==> src/design/trcfg_pkg.sv <==
// shared constants and the state type of the trace router configuration registers
package trcfg_pkg;

    // =====================================================================
    // register byte offsets
    localparam logic [11:0] OFS_STATUS = 12'h00c;
    localparam logic [11:0] OFS_CONTROL = 12'h020;
    localparam logic [11:0] OFS_OP_MODE = 12'h028;
    localparam logic [11:0] OFS_VACANCY_THRESHOLD = 12'h034;
    localparam logic [11:0] OFS_MEMORY_BUS_CONTROL = 12'h110;
    localparam logic [11:0] OFS_FORMAT_FLUSH_CTRL = 12'h304;
    localparam logic [11:0] OFS_SYNC_PERIOD = 12'h308;
    localparam logic [11:0] OFS_INTEGRATION_CTRL = 12'hf00;
    localparam logic [11:0] OFS_CLAIM_SET = 12'hfa0;
    localparam logic [11:0] OFS_CLAIM_CLEAR = 12'hfa4;
    localparam logic [11:0] OFS_DEBUG_PERMISSION_STATE = 12'hfb8;
    localparam logic [11:0] OFS_DEVICE_CONFIG = 12'hfc8;

    // =====================================================================
    // field positions
    localparam int BUFFER_FULL_FLAG_POS = 0;
    localparam int STS_IDLE_POS = 2;
    localparam int FF_FORMATTER_ENABLE = 0;
    localparam int FF_INSERT_FLUSH_MARKER = 1;
    localparam int FF_FLUSH_ON_FLUSH_INPUT = 4;
    localparam int FF_FLUSH_ON_TRIGGER_EVENT = 5;
    localparam int FF_MANUAL_FLUSH_REQUEST = 6;
    localparam int FF_MARK_ON_TRIGGER_INPUT = 8;
    localparam int FF_MARK_ON_TRIGGER_EVENT = 9;
    localparam int FF_MARK_ON_FLUSH_DONE = 10;
    localparam int FF_HALT_AFTER_FLUSH = 12;
    localparam int FF_HALT_AFTER_TRIGGER = 13;
    localparam logic [13:0] FF_WRITE_MASK = 14'h3773;
    localparam int BUS_SHARE_LSB = 20;
    localparam int BUS_ATTR_HI_LSB = 16;
    localparam int BUS_ATTR_LO_LSB = 2;
    localparam int AUTH_SPASSIVE_LSB = 6;
    localparam int AUTH_SACTIVE_LSB = 4;
    localparam int AUTH_NSPASSIVE_LSB = 2;
    localparam int AUTH_NSACTIVE_LSB = 0;
    localparam int DEV_NO_SCATTER_POS = 24;
    localparam int DEV_CACHE_TYPE_LSB = 16;
    localparam int DEV_MEM_WIDTH_LSB = 8;
    localparam int DEV_MODES_LSB = 4;

    // =====================================================================
    // reset values and fixed encodings
    localparam logic [4:0] SYNC_COUNT_RST = 5'h0a;
    localparam logic CAPTURE_IDLE_RST = 1'b1;
    localparam logic [1:0] AUTH_NOT_IMPL = 2'h0;
    localparam logic [1:0] AUTH_DISABLED = 2'h2;
    localparam logic [1:0] AUTH_ENABLED = 2'h3;
    localparam logic [1:0] MODE_CIRCULAR = 2'h0;
    localparam logic [2:0] MODES_NO_THRESHOLD = 3'h2;
    localparam logic [1:0] SHARE_NONE = 2'h0;
    localparam logic [1:0] SHARE_RESERVED = 2'h1;
    localparam logic [7:0] ATTR_SAFE = 8'h00;

    // =====================================================================
    // state of the register block, apart from the attribute mapper register and the check helper flags
    typedef struct packed {
        logic capture_enable;
        logic [1:0] op_mode;
        logic [13:0] ffcr;
        logic flush_pulse;
        logic [4:0] sync_count;
        logic integ_mode;
        logic [3:0] claim;
        logic [29:0] vacancy;
        logic [1:0] share;
        logic [3:0] attr_hi;
        logic [3:0] attr_lo;
        logic idle;
        logic full;
        logic [31:0] rdata;
        logic ack;
        logic sact_s1;
        logic sact_s2;
        logic nsact_s1;
        logic nsact_s2;
    } trcfg_state_t;

endpackage : trcfg_pkg

==> src/design/trcfg_attr_if.sv <==
// bus attribute hand-off between the register block and the attribute mapper
interface trcfg_attr_if;
    logic [7:0] attr;
    logic [1:0] share;
    logic [3:0] awcache;
    logic [3:0] arcache;
    logic [1:0] share_out;
    logic [7:0] attr_rb;

    modport regs (output attr, output share, input awcache, input arcache,
        input share_out, input attr_rb);
    modport map (input attr, input share, output awcache, output arcache,
        output share_out, output attr_rb);
endinterface : trcfg_attr_if

==> src/design/trcfg_attr_map.sv <==
// legalises the buffer memory attribute and shareability into bus cache codes
module trcfg_attr_map #(
    parameter bit BUS_AXI4 = 1'b0,
    parameter bit HAS_SWFIFO = 1'b0
) (
    // clock and reset
    input wire logic i_ref_clk,
    input wire logic i_resetn,
    // attribute hand-off
    trcfg_attr_if.map attr_if
);

    // =====================================================================
    // encoding checks, one per bus flavour
    function automatic logic trcfg_legal(input logic [7:0] a);
        logic ok;
        ok = 1'b0;
        if (!BUS_AXI4) begin
            ok = (a[7:4] == 4'h0) && (a[3:0] inside {4'h0, 4'h1, 4'h2, 4'h3, 4'h6,
                4'h7, 4'ha, 4'hb, 4'he, 4'hf});
        end else if (!HAS_SWFIFO) begin
            ok = (a[7:4] == 4'h0) && (a[3:0] inside {4'h0, 4'h1, 4'h2, 4'h3, 4'h6,
                4'h7, 4'he, 4'hf});
        end else begin
            ok = a inside {8'h00, 8'h11, 8'h22, 8'h33, 8'ha6, 8'hae, 8'hb7, 8'hbf,
                8'he6, 8'hee, 8'hf7, 8'hff};
        end
        return ok;
    endfunction : trcfg_legal

    logic [7:0] eff_attr;
    logic [1:0] eff_share;
    logic [15:0] q;
    logic [15:0] next_q;

    // reserved codes fall back to the strongest ordering so no bus cycle is ever invalid
    always_comb begin
        eff_attr = trcfg_legal(attr_if.attr) ? attr_if.attr : trcfg_pkg::ATTR_SAFE;
        eff_share = (attr_if.share == trcfg_pkg::SHARE_RESERVED) ?
            trcfg_pkg::SHARE_NONE : attr_if.share;
        next_q = {eff_attr, eff_share, 2'h0, eff_attr[3:0]};
        if (BUS_AXI4 && HAS_SWFIFO) begin
            next_q[3:0] = eff_attr[7:4]; // separate read nibble
        end
    end

    always_ff @(posedge i_ref_clk or negedge i_resetn) begin
        if (!i_resetn) begin
            q <= 16'h0000;
        end else begin
            q <= next_q;
        end
    end

    // cache codes go straight onto the bus, the encodings are identical
    assign attr_if.attr_rb = q[15:8];
    assign attr_if.share_out = q[7:6];
    assign attr_if.awcache = q[11:8];
    assign attr_if.arcache = q[3:0];
endmodule : trcfg_attr_map

==> src/design/trcfg_regs.sv <==
// trace router configuration registers: auth status, watermark, bus control
// What this block does
// - reset clears controls, sync count 10, idle set
// - secure passive debug field reads 00
// - secure active debug field reports 00/10/11
// - nonsecure passive debug field reads 00
// - nonsecure active debug field reports 00/10/11
// - nonsecure active debug preferably always enabled
// - permission register read-only, upper bits zero
// - full flag when free words at or below threshold
// - threshold ignored in circular mode
// - threshold register absent when modes equal 010
// - reserved bus fields act as implemented values
// - shareability field encodings 00, 10, 11
// - attribute assembled from bits 19:16 and 5:2
// - older bus: ten legal cache encodings
// - newer bus plain: eight legal encodings
// - newer bus split: twelve encodings, separate nibbles
// - unsupported attribute acts compatible, reads back as the safe code 00
// - attribute also covers scatter table accesses
// - attribute drives read and write cache codes
// - no scatter mode, indicator reads one
module trcfg_regs #(
    parameter logic [2:0] SUPPORTED_MODES = 3'h0,
    parameter logic [2:0] MEM_WIDTH = 3'h2,
    parameter logic [1:0] CACHE_TYPE = 2'h0,
    parameter bit BUS_AXI4 = 1'b0,
    parameter bit HAS_SWFIFO = 1'b0,
    parameter bit SACT_IMPL = 1'b1,
    parameter bit NSACT_IMPL = 1'b1,
    parameter bit NSACT_FORCE_ON = 1'b1
) (
    // clock and reset
    input wire logic i_ref_clk,
    input wire logic i_resetn,
    // register port
    input wire logic i_reg_en,
    input wire logic i_reg_write,
    input wire logic [11:0] i_reg_addr,
    input wire logic [31:0] i_reg_wdata,
    output logic [31:0] o_reg_rdata,
    output logic o_reg_ack,
    // authentication pins
    input wire logic i_secure_active_dbg_en,
    input wire logic i_nonsecure_active_dbg_en,
    // datapath status
    input wire logic [31:0] i_free_words,
    // control out to the capture logic
    output logic o_capture_enable,
    output logic [1:0] o_op_mode,
    output logic [13:0] o_format_flush_ctrl,
    output logic o_manual_flush_pulse,
    output logic [4:0] o_periodic_sync_count,
    output logic o_integration_mode_on,
    output logic [3:0] o_claim_tags,
    output logic o_buffer_full_flag,
    output logic o_capture_idle_flag,
    // memory bus attributes
    output logic [3:0] o_awcache,
    output logic [3:0] o_arcache,
    output logic [1:0] o_buffer_share_domain
);

    // =====================================================================
    // state and attribute mapper
    trcfg_pkg::trcfg_state_t st;
    trcfg_pkg::trcfg_state_t next_st;
    trcfg_attr_if attr_if ();

    localparam bit HAS_THRESHOLD = (SUPPORTED_MODES != trcfg_pkg::MODES_NO_THRESHOLD);
    localparam bit NO_SCATTER = 1'b1; // scatter walking is not built

    // helpers: the answer in flight belongs to the permission register, or to the threshold register
    logic rd_auth_q;
    logic rd_thr_q;

    // field value of an active-debug permission
    function automatic logic [1:0] trcfg_auth(input logic impl, input logic en);
        logic [1:0] v;
        v = trcfg_pkg::AUTH_NOT_IMPL;
        if (impl) begin
            v = en ? trcfg_pkg::AUTH_ENABLED : trcfg_pkg::AUTH_DISABLED;
        end
        return v;
    endfunction : trcfg_auth

    // =====================================================================
    // next state
    always_comb begin
        logic [31:0] rd;
        logic [31:0] memory_bus_control;
        logic nsact_en;
        rd = 32'h0000_0000;
        memory_bus_control = 32'h0000_0000;
        nsact_en = NSACT_FORCE_ON | st.nsact_s2;
        next_st = st;
        // pins cross in through two flops; only the second is read
        next_st.sact_s1 = i_secure_active_dbg_en;
        next_st.sact_s2 = st.sact_s1;
        next_st.nsact_s1 = i_nonsecure_active_dbg_en;
        next_st.nsact_s2 = st.nsact_s1;
        // manual flush is a one-shot request that reads back as zero
        next_st.flush_pulse = 1'b0;
        next_st.ffcr[trcfg_pkg::FF_MANUAL_FLUSH_REQUEST] = 1'b0;
        // bus-facing view of the bus control register
        memory_bus_control[trcfg_pkg::BUS_SHARE_LSB +: 2] = attr_if.share_out;
        memory_bus_control[trcfg_pkg::BUS_ATTR_HI_LSB +: 4] = attr_if.attr_rb[7:4];
        memory_bus_control[trcfg_pkg::BUS_ATTR_LO_LSB +: 4] = attr_if.attr_rb[3:0];
        // writes
        if (i_reg_en && i_reg_write) begin
            case (i_reg_addr)
                trcfg_pkg::OFS_CONTROL: begin
                    next_st.capture_enable = i_reg_wdata[0];
                end
                trcfg_pkg::OFS_OP_MODE: begin
                    next_st.op_mode = i_reg_wdata[1:0];
                end
                trcfg_pkg::OFS_VACANCY_THRESHOLD: begin
                    // writes while enabled are accepted as is; software keeps to the
                    // disabled window and to the alignment
                    if (HAS_THRESHOLD) begin
                        next_st.vacancy = i_reg_wdata[29:0];
                    end
                end
                trcfg_pkg::OFS_MEMORY_BUS_CONTROL: begin
                    // taken at any time; only safe while disabled
                    next_st.share = i_reg_wdata[trcfg_pkg::BUS_SHARE_LSB +: 2];
                    next_st.attr_hi = i_reg_wdata[trcfg_pkg::BUS_ATTR_HI_LSB +: 4];
                    next_st.attr_lo = i_reg_wdata[trcfg_pkg::BUS_ATTR_LO_LSB +: 4];
                end
                trcfg_pkg::OFS_FORMAT_FLUSH_CTRL: begin
                    next_st.ffcr = i_reg_wdata[13:0] & trcfg_pkg::FF_WRITE_MASK;
                    next_st.flush_pulse = i_reg_wdata[trcfg_pkg::FF_MANUAL_FLUSH_REQUEST];
                    next_st.ffcr[trcfg_pkg::FF_MANUAL_FLUSH_REQUEST] = 1'b0;
                end
                trcfg_pkg::OFS_SYNC_PERIOD: begin
                    next_st.sync_count = i_reg_wdata[4:0];
                end
                trcfg_pkg::OFS_INTEGRATION_CTRL: begin
                    next_st.integ_mode = i_reg_wdata[0];
                end
                trcfg_pkg::OFS_CLAIM_SET: begin
                    next_st.claim = st.claim | i_reg_wdata[3:0];
                end
                trcfg_pkg::OFS_CLAIM_CLEAR: begin
                    next_st.claim = st.claim & ~i_reg_wdata[3:0];
                end
                default: begin
                    // permission and config registers ignore writes
                end
            endcase
        end
        // reads, answered on the next edge
        case (i_reg_addr)
            trcfg_pkg::OFS_STATUS: begin
                rd[trcfg_pkg::BUFFER_FULL_FLAG_POS] = st.full;
                rd[trcfg_pkg::STS_IDLE_POS] = st.idle;
            end
            trcfg_pkg::OFS_CONTROL: rd[0] = st.capture_enable;
            trcfg_pkg::OFS_OP_MODE: rd[1:0] = st.op_mode;
            trcfg_pkg::OFS_VACANCY_THRESHOLD: begin
                rd[29:0] = HAS_THRESHOLD ? st.vacancy : 30'h0;
            end
            trcfg_pkg::OFS_MEMORY_BUS_CONTROL: rd = memory_bus_control;
            trcfg_pkg::OFS_FORMAT_FLUSH_CTRL: rd[13:0] = st.ffcr;
            trcfg_pkg::OFS_SYNC_PERIOD: rd[4:0] = st.sync_count;
            trcfg_pkg::OFS_INTEGRATION_CTRL: rd[0] = st.integ_mode;
            trcfg_pkg::OFS_CLAIM_SET: rd[3:0] = 4'hf;
            trcfg_pkg::OFS_CLAIM_CLEAR: rd[3:0] = st.claim;
            trcfg_pkg::OFS_DEBUG_PERMISSION_STATE: begin
                // bits above 7 and both passive fields stay zero
                rd[trcfg_pkg::AUTH_SPASSIVE_LSB +: 2] = trcfg_pkg::AUTH_NOT_IMPL;
                rd[trcfg_pkg::AUTH_SACTIVE_LSB +: 2] = trcfg_auth(SACT_IMPL, st.sact_s2);
                rd[trcfg_pkg::AUTH_NSPASSIVE_LSB +: 2] = trcfg_pkg::AUTH_NOT_IMPL;
                rd[trcfg_pkg::AUTH_NSACTIVE_LSB +: 2] = trcfg_auth(NSACT_IMPL, nsact_en);
            end
            trcfg_pkg::OFS_DEVICE_CONFIG: begin
                rd[trcfg_pkg::DEV_NO_SCATTER_POS] = NO_SCATTER;
                rd[trcfg_pkg::DEV_CACHE_TYPE_LSB +: 2] = CACHE_TYPE;
                rd[trcfg_pkg::DEV_MEM_WIDTH_LSB +: 3] = MEM_WIDTH;
                rd[trcfg_pkg::DEV_MODES_LSB +: 3] = SUPPORTED_MODES;
            end
            default: rd = 32'h0000_0000; // unmapped reads as zero
        endcase
        next_st.ack = i_reg_en;
        next_st.rdata = (i_reg_en && !i_reg_write) ? rd : 32'h0000_0000;
        // full tracks free space every cycle, so it drops as soon as space
        // exceeds the threshold again
        next_st.full = HAS_THRESHOLD && (st.op_mode != trcfg_pkg::MODE_CIRCULAR) &&
            (i_free_words <= {2'h0, st.vacancy});
        next_st.idle = ~st.capture_enable;
    end

    // =====================================================================
    // state register with reset values
    always_ff @(posedge i_ref_clk or negedge i_resetn) begin
        if (!i_resetn) begin
            st <= '0; // controls, claim and bus fields cleared
            st.sync_count <= trcfg_pkg::SYNC_COUNT_RST;
            st.idle <= trcfg_pkg::CAPTURE_IDLE_RST;
        end else begin
            st <= next_st;
        end
    end

    // helper flags for the checks below
    always_ff @(posedge i_ref_clk or negedge i_resetn) begin
        if (!i_resetn) begin
            rd_auth_q <= 1'b0;
            rd_thr_q <= 1'b0;
        end else begin
            rd_auth_q <= i_reg_en && !i_reg_write &&
                (i_reg_addr == trcfg_pkg::OFS_DEBUG_PERMISSION_STATE);
            rd_thr_q <= i_reg_en && !i_reg_write &&
                (i_reg_addr == trcfg_pkg::OFS_VACANCY_THRESHOLD);
        end
    end

    // =====================================================================
    // attribute mapping; with no scatter tables the same attribute is the
    // only one in use, so table accesses never need a second copy
    assign attr_if.attr = {st.attr_hi, st.attr_lo};
    assign attr_if.share = st.share;

    trcfg_attr_map #(
        .BUS_AXI4(BUS_AXI4),
        .HAS_SWFIFO(HAS_SWFIFO)
    ) u_attr_map (
        .i_ref_clk(i_ref_clk),
        .i_resetn(i_resetn),
        .attr_if(attr_if)
    );

    // =====================================================================
    // outputs, each from a flop
    assign o_reg_rdata = st.rdata;
    assign o_reg_ack = st.ack;
    assign o_capture_enable = st.capture_enable;
    assign o_op_mode = st.op_mode;
    assign o_format_flush_ctrl = st.ffcr;
    assign o_manual_flush_pulse = st.flush_pulse;
    assign o_periodic_sync_count = st.sync_count;
    assign o_integration_mode_on = st.integ_mode;
    assign o_claim_tags = st.claim;
    assign o_buffer_full_flag = st.full;
    assign o_capture_idle_flag = st.idle;
    assign o_awcache = attr_if.awcache;
    assign o_arcache = attr_if.arcache;
    assign o_buffer_share_domain = attr_if.share_out;
endmodule : trcfg_regs

==> config.mk <==
export PLATFORM = sky130hd
export DESIGN_NAME = trcfg_regs
export DESIGN_NICKNAME = d
export VERILOG_FILES = /design/src/design/trcfg_pkg.sv /design/src/design/trcfg_attr_if.sv /design/src/design/trcfg_attr_map.sv /design/src/design/trcfg_regs.sv
export SDC_FILE = /design/constraint.sdc
export NUM_CORES = 1
export LEC_CHECK = 0
export BUFFER_PORTS_ARGS = -buffer_cell sky130_fd_sc_hd__buf_4
export CORE_MARGIN = 5
export CORE_UTILIZATION = 55
export CTS_CLUSTER_DIAMETER = 40
export DETAILED_ROUTE_END_ITERATION = 7
export PLACE_DENSITY = 0.82
export SYNTH_ARGS = -nofsm -noshare
export SYNTH_HDL_FRONTEND = slang
export SYNTH_SLANG_ARGS = --single-unit
export TNS_END_PERCENT = 100
==> constraint.sdc <==
create_clock -name i_ref_clk -period 3.4 [get_ports i_ref_clk]
set_input_delay 0.51 -clock i_ref_clk [delete_from_list [all_inputs] [get_ports i_ref_clk]]
set_output_delay 0.51 -clock i_ref_clk [all_outputs]
set_load 0.02 [all_outputs]
After elaboration in Yosys (flattened, before gate mapping)
Cells that the tools add are included.
Widths: inputs -> output; s select.
- bits in registers: 113
- input port bits: 82
- output and inout port bits: 73
- word-level logic and storage cells: 90
- $lt $le $gt $ge: 1
- eq/ne operators: 22
- mux-type cells: 25
- bitwise operators: 4
- reductions and logical operators: 19
- operators by type and width (kind ; number):
    $eq 12x12->1 const B ; 5
    $mux 30 ; 2
    $mux 58 ; 1
    $eq 12x6->1 const B ; 3
    $le 32x30->1 ; 1
    $eq 12x10->1 const B ; 2
    $eq 4x4->1 const B ; 4
    $reduce_and 2->1 ; 8
    $eq 12x4->1 const B ; 1
    $eq 12x9->1 const B ; 1
    $pmux 1 s6 ; 2
    $pmux 6 s2 ; 1
    $mux 10 ; 1
    $mux 5 ; 2
    $pmux 1 s5 ; 2
    $reduce_bool 10->1 ; 1
    $pmux 1 s9 ; 1
    $pmux 3 s3 ; 1
    $eq 4x2->1 const B ; 2
    $eq 4x3->1 const B ; 2
    $logic_not 4->1 ; 2
    $mux 8 ; 1
    $pmux 2 s4 ; 1
    $pmux 4 s2 ; 1
    16 further kinds ; 23

Logic depth before layout (Yosys ltp)
Gate-level depths: netlist of the first run.
- depth after elaboration: 4
- gate-level depth with buffers: 7
- depth with buffers taken out: 7

By module
A second synthesis of the first run with hierarchy kept.
- cells, all modules: 484
- area total of the unflattened synthesis: 5511.5 µm²
- by module, submodules not included (module ; times used ; cells each ; area each (µm²) ; seq. area each (µm²)):
    trcfg_regs ; 1 ; 457 ; 5141.2 ; 2456.1
    trcfg_attr_map ; 1 ; 27 ; 370.4 ; 250.2

Worst setup path before layout of the first run
No wires, ideal clock.
- path kind: input-to-reg
- start: input port i_reg_addr[7]
- end: register st, in the netlist o_op_mode[0]
- library setup time: 0.125 ns
- arrival time: 1.900 ns
- data required time: 3.275 ns
- setup slack: 1.375 ns
- stages: 5
- buffers on the path: 0
- cells stage by stage: or4_4 > nor4b_4 > and2_4 > nand2_4 > mux2_4
- cells in the longest elaborated chain, start to end: 2
- RTL lines (element ; line ; text):
    from (decl) ; trcfg_regs.sv:39 ; input wire logic [11:0] i_reg_addr,
    $eq 12x6->1 ; trcfg_regs.sv:111 ; case (i_reg_addr)
    $reduce_and 2->1 (no source line) ; n/a ;
    to (signal assigned) ; trcfg_regs.sv:202 ; st <= next_st;
    to (decl) ; trcfg_regs.sv:66 ; trcfg_pkg::trcfg_state_t st;
Every way passes these cells.
A chain may end at the register's enable or synchronous reset.

Worst setup path in the final report of the first run
- start: input port i_reg_addr[1]
- end: register st, in the netlist attr_if.attr[0]
- cells in the longest elaborated chain, start to end: 2
- RTL lines (element ; line):
    $eq 12x9->1 ; trcfg_regs.sv:111
    $reduce_and 2->1 (no source line) ; n/a
Every way passes these cells.

==> impl_metrics.json, run 1 <==
{
  "routedWlPerCell_microns": 18.7,
  "synth_cell_types": 57,
  "relSlewSlack": 0.386,
  "avgSynthCellArea_sq_um": 10.7,
  "pin_count": 155,
  "die_area_sq_um": 12200,
  "final_cell_area_sq_um": 6470,
  "placed_area_sq_um": 6290,
  "ir_drop_v": 0.000180,
  "max_cap_viol_count": 0,
  "num_vias": 4248,
  "io_buffers": 144,
  "postRouteAntennaNets": 0,
  "gr-usage-all-layers": 0.234,
  "fin_tns_setup_ps": 0,
  "syn_area_sq_um": 5530,
  "r2r-end": "o_buffer_full_flag",
  "start_util": 0.565,
  "numCtsBuffers": 9,
  "clkLatencyLatePin_ps": 360,
  "fmax_mhz": 444,
  "rrSetupSlack_ps": 1320,
  "clk_pin_slew_ps": 100,
  "gp_congestion": 0.957,
  "p_per_area_nw_per_um2": 345,
  "syn_inst": 517,
  "yosysWarnings": 0,
  "end_kind": "flip-flop",
  "std_cell_rows": 36,
  "fp.dieW_microns": 110,
  "cts_tree": "done",
  "postSynth.asyncResetShare": 1.00,
  "min_path_type": "input pin to asynchronous set/reset pin",
  "clock_skew_ps": 10.9,
  "die_y_microns": 110,
  "drive_above_1_share": 0.341,
  "grt_pass1_wl_mm": 21.6,
  "grt.met3_usage": 0.0285,
  "setup_viol": 0,
  "dr.pass1.iters": 5,
  "outcome": "complete, no violations",
  "synth_enable_flop_cells": 0,
  "cp.required_ps": 3650,
  "dp_hpwl_mm": 10.5,
  "critPathBufInv": 2,
  "drt_iter0_markers": 248,
  "synth-seq-area-share": 0.490,
  "final_hold_viol_count": 0,
  "path_cells": "buf_4 -> or2_1 -> nor3_1 -> buf_4 -> and3_1 -> nand2_2 -> mux2_2",
  "ys_ff_latch": 108,
  "critical_path.max_stage_delay_ps": 550,
  "fin_ws_ps": 1150,
  "ctsResizeCount": 0,
  "n_antenna_cell": 0,
  "fin_crit_ps": 2250,
  "worstSetupPathType": "input pin to flip-flop",
  "drcViolationCount": 0,
  "antenna_found_initial": 0,
  "ff2ff_path_depth": 7,
  "wl_mm": 13.9,
  "cp_num_cells": 7,
  "arrival_ps": 2500,
  "area_growth_pct": 17.2,
  "holdBufCountCts": 0,
  "path_max_fanout": 11,
  "fin_crit_sh": 0.662,
  "crit_top_cell": "buf_4",
  "drv_slew": 0,
  "grt_overflow": 0,
  "clk_path_buf_depth": 2,
  "gr-max-usage-layer": "met2",
  "clock-sinks": 108,
  "rr_startpoint": "st[58]",
  "nets": 717,
  "grt_util_met2": 0.386,
  "grt_max_degree": 56,
  "met1_usage": 0.303,
  "synth-main-ff-cell": "dfrtp_1",
  "total_power_mw": 2.23,
  "coreArea_sq_um": 9770,
  "leakagePower_nw": 3.36,
  "cp_top_family": "simple AND/OR/NAND/NOR gates",
  "post_cts_buffers": 0,
  "drt-vias-per-instance": 5.72,
  "worst_setup_path_start_kind": "input pin",
  "rsz0062_at_grt": "false",
  "slowest_stage": "and3_1",
  "clockRootBuffer": "clkbuf_8",
  "cts-htree-levels": 3,
  "dp_slack_ps": 825,
  "grt_pass1_vias": 4395,
  "holdWs_ps": 182,
  "max_slew.worst_pin.slew_ps": 921
}
## where the power goes
group	total [mW]	switching [mW]	leakage, nW	internal, mW
clock	0.746	0.449	0.0916	0.297
sequential	1.29	0.00287	1.33	1.29
combinational	0.193	0.109	1.94	0.0838
total	2.23	0.561	3.36	1.67
## state kept, by name, summed over array words and instances (netlist names), named ones only
signal and flops:
o_manual_flush_pulse 1, attr_if.attr 8, o_op_mode 2, u_attr_map.q 10
next_st 1, attr_if.share 2, o_capture_enable 1, o_capture_idle_flag 1
o_integration_mode_on 1, o_reg_ack 1, st 31, o_buffer_full_flag 1
o_periodic_sync_count 5, o_reg_rdata 30, o_format_flush_ctrl 9
## kinds of logic after synthesis
logic type	Yosys count	synth area share
buffers and inverters	116	0.129
muxes	29	0.0605
adders and majority gates	30	0.0679
and+or+nand+nor	140	0.144
xor gates and xnor gates	1	0.00159
DFF	108	0.490
other	1	0.000679
AOI/OAI and AO/OA	92	0.106
## area by class of cell
class | count | area (sq um)
clock buffer | 11 | 141
clock inverter | 5 | 45.0
fill | 778 | 3300
inverter | 31 | 116
multi-input combinational | 303 | 2140
sequential | 108 | 2710
tap | 133 | 166
timing repair buffer | 152 | 1150
## synth_stat cells (all sizes together), types with 4 or more instances
| library cell | instances | share of area |
|---|---|---|
| ha | 30 | 0.068 |
| o21ai | 30 | 0.027 |
| a22oi | 17 | 0.023 |
| dfrtp | 105 | 0.48 |
| mux2 | 29 | 0.060 |
| nand4 | 11 | 0.014 |
| and2 | 17 | 0.020 |
| nor3 | 7 | 0.0072 |
| nand3 | 38 | 0.034 |
| a31oi | 8 | 0.0091 |
| nor4 | 9 | 0.013 |
| a21oi | 17 | 0.015 |
| inv | 31 | 0.021 |
| a21o | 4 | 0.0054 |
| and3 | 6 | 0.0068 |
| buf | 76 | 0.10 |
| clkbuf | 9 | 0.0061 |
| nand2 | 19 | 0.015 |
| nor2 | 20 | 0.014 |
## cell usage in the layout, fill, tap and decap left out, types with 11 or more instances in the layout
master     n
o21ai_0   30
nor2_1    20
inv_1     31
mux2_2    27
and2_1    16
ha_1      30
dfrtp_1  105
nand3_1   38
buf_4    151
a21oi_1   17
nand2_1   17
conb_1    11
a22oi_1   17
## how the worst max path moves through the flow
| stage | start | endpoint | slack (ps) |
|---|---|---|---|
| finish | i_reg_addr[1] | attr_if.attr[0] | 1150 |
| global route | i_reg_addr[1] | o_periodic_sync_count[0] | 1060 |
| CTS | i_reg_addr[1] | attr_if.attr[0] | 1210 |
| detailed placement | i_reg_addr[1] | attr_if.attr[0] | 830 |
| global placement | i_reg_addr[1] | attr_if.attr[7] | 910 |
| floorplan | i_reg_addr[7] | o_op_mode[0] | 1370 |
## stage by stage
stage / utilization / std cells
2_1_floorplan: - / 527
6_report: 0.662 / 743
4_1_cts: 0.662 / 743
3_5_place_dp: 0.643 / 727
5_1_grt: 0.662 / 743
3_3_place_gp: 0.643 / 727
## metal layers
| layer | routed length (microns) | up-vias |
|---|---|---|
| met5 | 0 | - |
| met4 | 601 | 0 |
| met3 | 857 | 49 |
| met2 | 6870 | 187 |
| met1 | 5540 | 2083 |
| li1 | - | 1929 |
Power figures use the tool's default switching activity.
==> run 2: changes to the inputs <==
--- a/config.mk
+++ b/config.mk
@@ -7,10 +7,10 @@
 export LEC_CHECK = 0
 export BUFFER_PORTS_ARGS = -buffer_cell sky130_fd_sc_hd__buf_4
 export CORE_MARGIN = 5
-export CORE_UTILIZATION = 55
+export CORE_UTILIZATION = 53
 export CTS_CLUSTER_DIAMETER = 40
 export DETAILED_ROUTE_END_ITERATION = 7
-export PLACE_DENSITY = 0.82
+export PLACE_DENSITY = 0.79
 export SYNTH_ARGS = -nofsm -noshare
 export SYNTH_HDL_FRONTEND = slang
 export SYNTH_SLANG_ARGS = --single-unit
==> constraint.sdc (replaced) <==
create_clock -name i_ref_clk -period 2.2 [get_ports i_ref_clk]
set_input_delay 0.33 -clock i_ref_clk [delete_from_list [all_inputs] [get_ports i_ref_clk]]
set_output_delay 0.33 -clock i_ref_clk [all_outputs]
set_load 0.02 [all_outputs]
==> run 2 against run 1 <==
  * Clock skew increased by 3.6 ps
  * Global-route usage shrank 1.0 points
  * Total power is 55% higher
  * Count of clock-buffer cells in the layout down 1
  * Register-to-register slack lost 1100 ps
  * Core utilization is 2.0 points lower
  * First-iteration DRC count rose by 21%
  * Final cell count up 1.7%
  * Die area is 3.4% higher
  * Worst hold slack lost 130 ps
  * Clock power up 55%
  * Sequential power grew 55%
==> impl_metrics.json, run 2 (synthesis results as in run 1) <==
{
  "outcome": "complete, no violations",
  "ir_drop_v": 0.000327,
  "io_buffers": 144,
  "rsz0062_at_grt": "false",
  "r2r-end": "o_buffer_full_flag",
  "clock_skew_ps": 14.5,
  "arrival_ps": 2260,
  "grt_max_degree": 64,
  "total_power_mw": 3.46,
  "num_vias": 4224,
  "area_growth_pct": 19.0,
  "top_register": "st",
  "drive_above_1_share": 0.350,
  "grt_pass1_vias": 4456,
  "n_antenna_cell": 0,
  "die_y_microns": 112,
  "die_area_sq_um": 12600,
  "fin_ws_ps": 198,
  "hold_end": "next_st[2]",
  "switching_share": 0.259,
  "worst_setup_path_start_kind": "flip-flop",
  "final_cell_area_sq_um": 6580,
  "postRouteAntennaNets": 0,
  "dp_hpwl_mm": 10.6,
  "grt_pass1_wl_mm": 22.5,
  "ctsResizeCount": 0,
  "max_slew.worst_pin.slew_ps": 958,
  "cts_tree": "done",
  "power_frac_seq": 0.578,
  "cts-htree-levels": 3,
  "fin_crit_ps": 2000,
  "clkLatencyLatePin_ps": 380,
  "hold_depth": 1,
  "clk_pin_slew_ps": 110,
  "final_cell_mix": "buf_4, dfrtp_1, nand3_1, inv_1",
  "placed_area_sq_um": 6380,
  "clockRootBuffer": "clkbuf_8",
  "dp_slack_ps": 51.0,
  "antenna_found_initial": 0,
  "critPathBufInv": 1,
  "rrSetupSlack_ps": 200,
  "clock_power_share": 0.334,
  "numCtsBuffers": 9,
  "path_max_fanout": 2,
  "gp_congestion": 0.996,
  "fin_tns_setup_ps": 0,
  "path_cells": "inv_1 -> ha_1 -> nand4_1 -> nor4_1 -> a21boi_0 -> o31ai_1 -> a32o_1",
  "max_cap_viol_count": 0,
  "fp.dieW_microns": 112,
  "grt_overflow": 0,
  "largest_reg_flops": 31,
  "holdCritStartpoint": "i_secure_active_dbg_en",
  "worstSetupPathType": "flip-flop to flip-flop",
  "relSlewSlack": 0.361,
  "nets": 727,
  "dr.pass1.iters": 5,
  "cp.required_ps": 2460,
  "leakagePower_nw": 3.42,
  "ff2ff_path_depth": 7,
  "final_hold_viol_count": 0,
  "layout.cells.non_filler": 756,
  "p_sw_mw": 0.895,
  "std_cell_rows": 37,
  "drt-vias-per-instance": 5.59,
  "fin_crit_sh": 0.910,
  "post_cts_buffers": 0,
  "fmax_mhz": 500,
  "gr-usage-all-layers": 0.224,
  "p_per_area_nw_per_um2": 526,
  "setup_viol": 0,
  "critical_path.max_stage_delay_ps": 470,
  "numPlacedInstances": 739,
  "clock-sinks": 108,
  "drcViolationCount": 0,
  "cp_num_cells": 7,
  "cp_top_family": "simple AND/OR/NAND/NOR gates",
  "drv_slew": 0,
  "rr_startpoint": "st[58]",
  "coreArea_sq_um": 10200,
  "routedWlPerCell_microns": 18.4,
  "clk_path_buf_depth": 2,
  "layout_commonest_cell": "buf_4",
  "slowest_stage": "nor4_1",
  "power.internal_mw": 2.56,
  "end_kind": "flip-flop",
  "pin_count": 155,
  "start_util": 0.540,
  "min_path_type": "input pin to flip-flop",
  "pwr-share-comb": 0.088,
  "wl_mm": 13.9,
  "drt_iter0_markers": 301
}
==> run 2: cell count changes in the layout (fill, tap and decap cells not counted), sizes merged <==
cell / delta
dlygate4sd3: +1
clkbuf: -1
clkinv: -2
inv: +3
buf: +9
==> run 2: timing repair <==
action                                 4_1_cts  5_1_grt
endpoints found under the hold margin       21        0
setup endpoints to repair                    0        0
hold buffers                                 1        0
==> run 2: layer usage <==
metal / GRT usage / up-vias / wire, microns
met5: 0 / - / 0
met4: 0.0905 / 0 / 508
met3: 0.0453 / 47 / 1010
met2: 0.376 / 196 / 6900
met1: 0.285 / 2025 / 5500
li1: - / 1956 / -
==> run 2: metrics by stage <==
step	hold WS, ps	util
2_1_floorplan	34.4	-
3_3_place_gp	236	0.624
3_5_place_dp	246	0.624
4_1_cts	48.0	0.643
5_1_grt	29.4	0.643
6_report	52.6	0.643
==> run 2: power by group through the flow <==
stage          sequential, mW  combinational (mW)  clock [mW]
3_5_place_dp             2.04               0.300           0
3_3_place_gp             2.04               0.290           0
5_1_grt                  2.00               0.333        1.27
4_1_cts                  2.00               0.303        1.16
6_report                 2.00               0.304        1.16
2_1_floorplan            2.04              0.0981           0
==> run 2: worst max-delay path by stage <==
stage                        from            endpoint  slack, ps
floorplan           i_reg_addr[7]        o_op_mode[0]        350
global placement    i_reg_addr[7]        o_op_mode[1]        160
CTS                        st[58]  o_buffer_full_flag        210
global route               st[58]  o_buffer_full_flag         70
finish                     st[58]  o_buffer_full_flag        200
detailed placement  i_reg_addr[1]     attr_if.attr[5]         50
==> run 2: area by class of cell <==
class                   count  area [sq um]
repair buffers            162          1260
flip-flops and latches    108          2710
multi-input cells         303          2140
well taps                 136           170
clock inverters             6          53.8
inverters                  31           116
clock buffers              10           128
fillers                   812          3660
==> run 2: worst reg2reg max path: cells and delay by family (launching register included) <==
family          cells  cell delay [ps]
fa+ha+maj           1              300
buf+inv             1               90
flops               1              370
simple gates        2              600
compound gates      3              540
==> run 3: changes to the inputs <==
==> constraint.sdc (replaced) <==
create_clock -name i_ref_clk -period 2 [get_ports i_ref_clk]
set_input_delay 0.3 -clock i_ref_clk [delete_from_list [all_inputs] [get_ports i_ref_clk]]
set_output_delay 0.3 -clock i_ref_clk [all_outputs]
set_load 0.02 [all_outputs]
==> run 3 against run 2 <==
  * Maximum frequency rose by 8.7%
  * Clock skew fell by 5.0 ps
  * Final cell count rose by 2.0%
  * Count of clock-buffer cells in the layout rose by 1
  * Critical path depth did not move
  * Largest power group unchanged
  * Highest routed layer unchanged
==> impl_metrics.json, run 3 (synthesis results as in run 1) <==
{
  "outcome": "complete, no violations",
  "clk_pin_slew_ps": 100,
  "wl_mm": 14.1,
  "layout.cells.non_filler": 771,
  "power.internal_mw": 2.97,
  "dp_hpwl_mm": 11.1,
  "holdCritStartpoint": "i_secure_active_dbg_en",
  "power_frac_seq": 0.562,
  "io_buffers": 144,
  "end_kind": "flip-flop",
  "arrival_ps": 2100,
  "routedWlPerCell_microns": 18.3,
  "setup_viol": 0,
  "dr.pass1.iters": 5,
  "ir_drop_v": 0.000464,
  "fin_crit_ps": 1840,
  "fmax_mhz": 543,
  "start_util": 0.540,
  "worst_setup_path_start_kind": "flip-flop",
  "fin_crit_sh": 0.921,
  "path_max_fanout": 3,
  "clockRootBuffer": "clkbuf_8",
  "clk_path_buf_depth": 2,
  "grt_pass1_wl_mm": 22.4,
  "antenna_found_initial": 0,
  "grt_pass1_vias": 4381,
  "numPlacedInstances": 753,
  "gr-usage-all-layers": 0.224,
  "nets": 742,
  "leakagePower_nw": 3.52,
  "postRouteAntennaNets": 0,
  "rrSetupSlack_ps": 160,
  "rsz0062_at_grt": "false",
  "layout_commonest_cell": "buf_4",
  "rr_startpoint": "st[62]",
  "relSlewSlack": 0.653,
  "total_power_mw": 3.91,
  "cts-htree-levels": 3,
  "max_cap_viol_count": 0,
  "fp.dieW_microns": 112,
  "final_cell_mix": "buf_4, dfrtp_1, nand3_1, inv_1",
  "switching_share": 0.242,
  "holdWs_ps": 34.2,
  "ff2ff_path_depth": 7,
  "hold_depth": 1,
  "die_area_sq_um": 12600,
  "clkLatencyLatePin_ps": 370,
  "cts_tree": "done",
  "grt_max_degree": 67,
  "p_sw_mw": 0.945,
  "top_register": "st",
  "pin_count": 155,
  "clock_power_share": 0.351,
  "largest_reg_flops": 31,
  "clock_skew_ps": 9.43,
  "drcViolationCount": 0,
  "grt_overflow": 0,
  "coreArea_sq_um": 10200,
  "worstSetupPathType": "flip-flop to flip-flop",
  "hold_end": "next_st[2]",
  "final_hold_viol_count": 0,
  "min_path_type": "input pin to flip-flop",
  "numCtsBuffers": 9,
  "cp.required_ps": 2260,
  "std_cell_rows": 37,
  "n_fill_cell": 827,
  "r2r-end": "o_buffer_full_flag",
  "drv_slew": 0,
  "pwr-share-comb": 0.087,
  "drt_iter0_markers": 233,
  "n_antenna_cell": 0,
  "gp_congestion": 0.900,
  "clock-sinks": 108,
  "num_vias": 4209,
  "drt-vias-per-instance": 5.46,
  "max_slew.worst_pin.slew_ps": 521,
  "drive_above_1_share": 0.367,
  "die_y_microns": 112,
  "p_per_area_nw_per_um2": 580,
  "area_growth_pct": 22.1
}
[run 3: cell count changes in the layout (fill, tap and decap cells not counted), sizes merged]
cell    previous run  this run
clkbuf            10        11
inv               35        33
buf              161       176
bufinv             0         1
[run 3: worst max path at each step]
stage	start	endpoint	slack, ps
4_1_cts	st[58]	o_buffer_full_flag	70
2_1_floorplan	i_reg_addr[7]	o_op_mode[0]	180
3_5_place_dp	i_reg_addr[7]	attr_if.attr[2]	-20
6_report	st[62]	o_buffer_full_flag	160
5_1_grt	st[62]	o_buffer_full_flag	0.2
3_3_place_gp	i_reg_addr[7]	attr_if.attr[2]	-40
[run 3: layer usage]
layer  GRT usage  routed length (microns)
met4      0.0633                      230
met1       0.293                     5740
met2       0.385                     7220
met3      0.0377                      922
met5           0                        0
[run 3: final cells by class]
cell class              instances  area, sq um  area share
flip-flops and latches        108         2710       0.401
multi-input cells             303         2160       0.320
repair buffers                177         1390       0.207
well taps                     136          170      0.0252
clock buffers                  11          141      0.0210
inverters                      31          116      0.0172
clock inverters                 5         60.1     0.00890
[run 3: timing repair]
| item | 4_1_cts | 5_1_grt |
|---|---|---|
| pin swaps | 0 | 1 |
| setup buffers | 0 | 1 |
| resized for setup | 1 | 2 |
| hold buffers | 1 | 0 |
| setup endpoints to repair | 1 | 1 |
| endpoints found under the hold margin | 29 | 0 |
[run 3: power groups by stage]
stage | clock network [mW] | registers (mW) | logic, mW
after floorplan | 0 | 2.24 | 0.108
after global placement | 0 | 2.24 | 0.331
after detailed placement | 0 | 2.24 | 0.336
after CTS | 1.39 | 2.20 | 0.341
after global routing | 1.49 | 2.20 | 0.373
final | 1.37 | 2.20 | 0.341
[run 3: through the flow]
step	area (sq um)	setup TNS, ps	worst slack [ps]	utilization
after floorplan	5560	0	185	-
after global placement	6510	-363	-38.0	0.637
after detailed placement	6510	-132	-19.7	0.637
after CTS	6730	0	74.8	0.658
after global routing	6750	0	0.213	0.660
final	6750	0	159	0.660
[run 3: critical path, cell delays in order, from the launching register on]
cell and delay, ps:
dfrtp_1 360, inv_1 60, ha_1 290, nand4_1 200, nor4_4 320, a21boi_1 190
o31ai_1 80, a32o_1 230
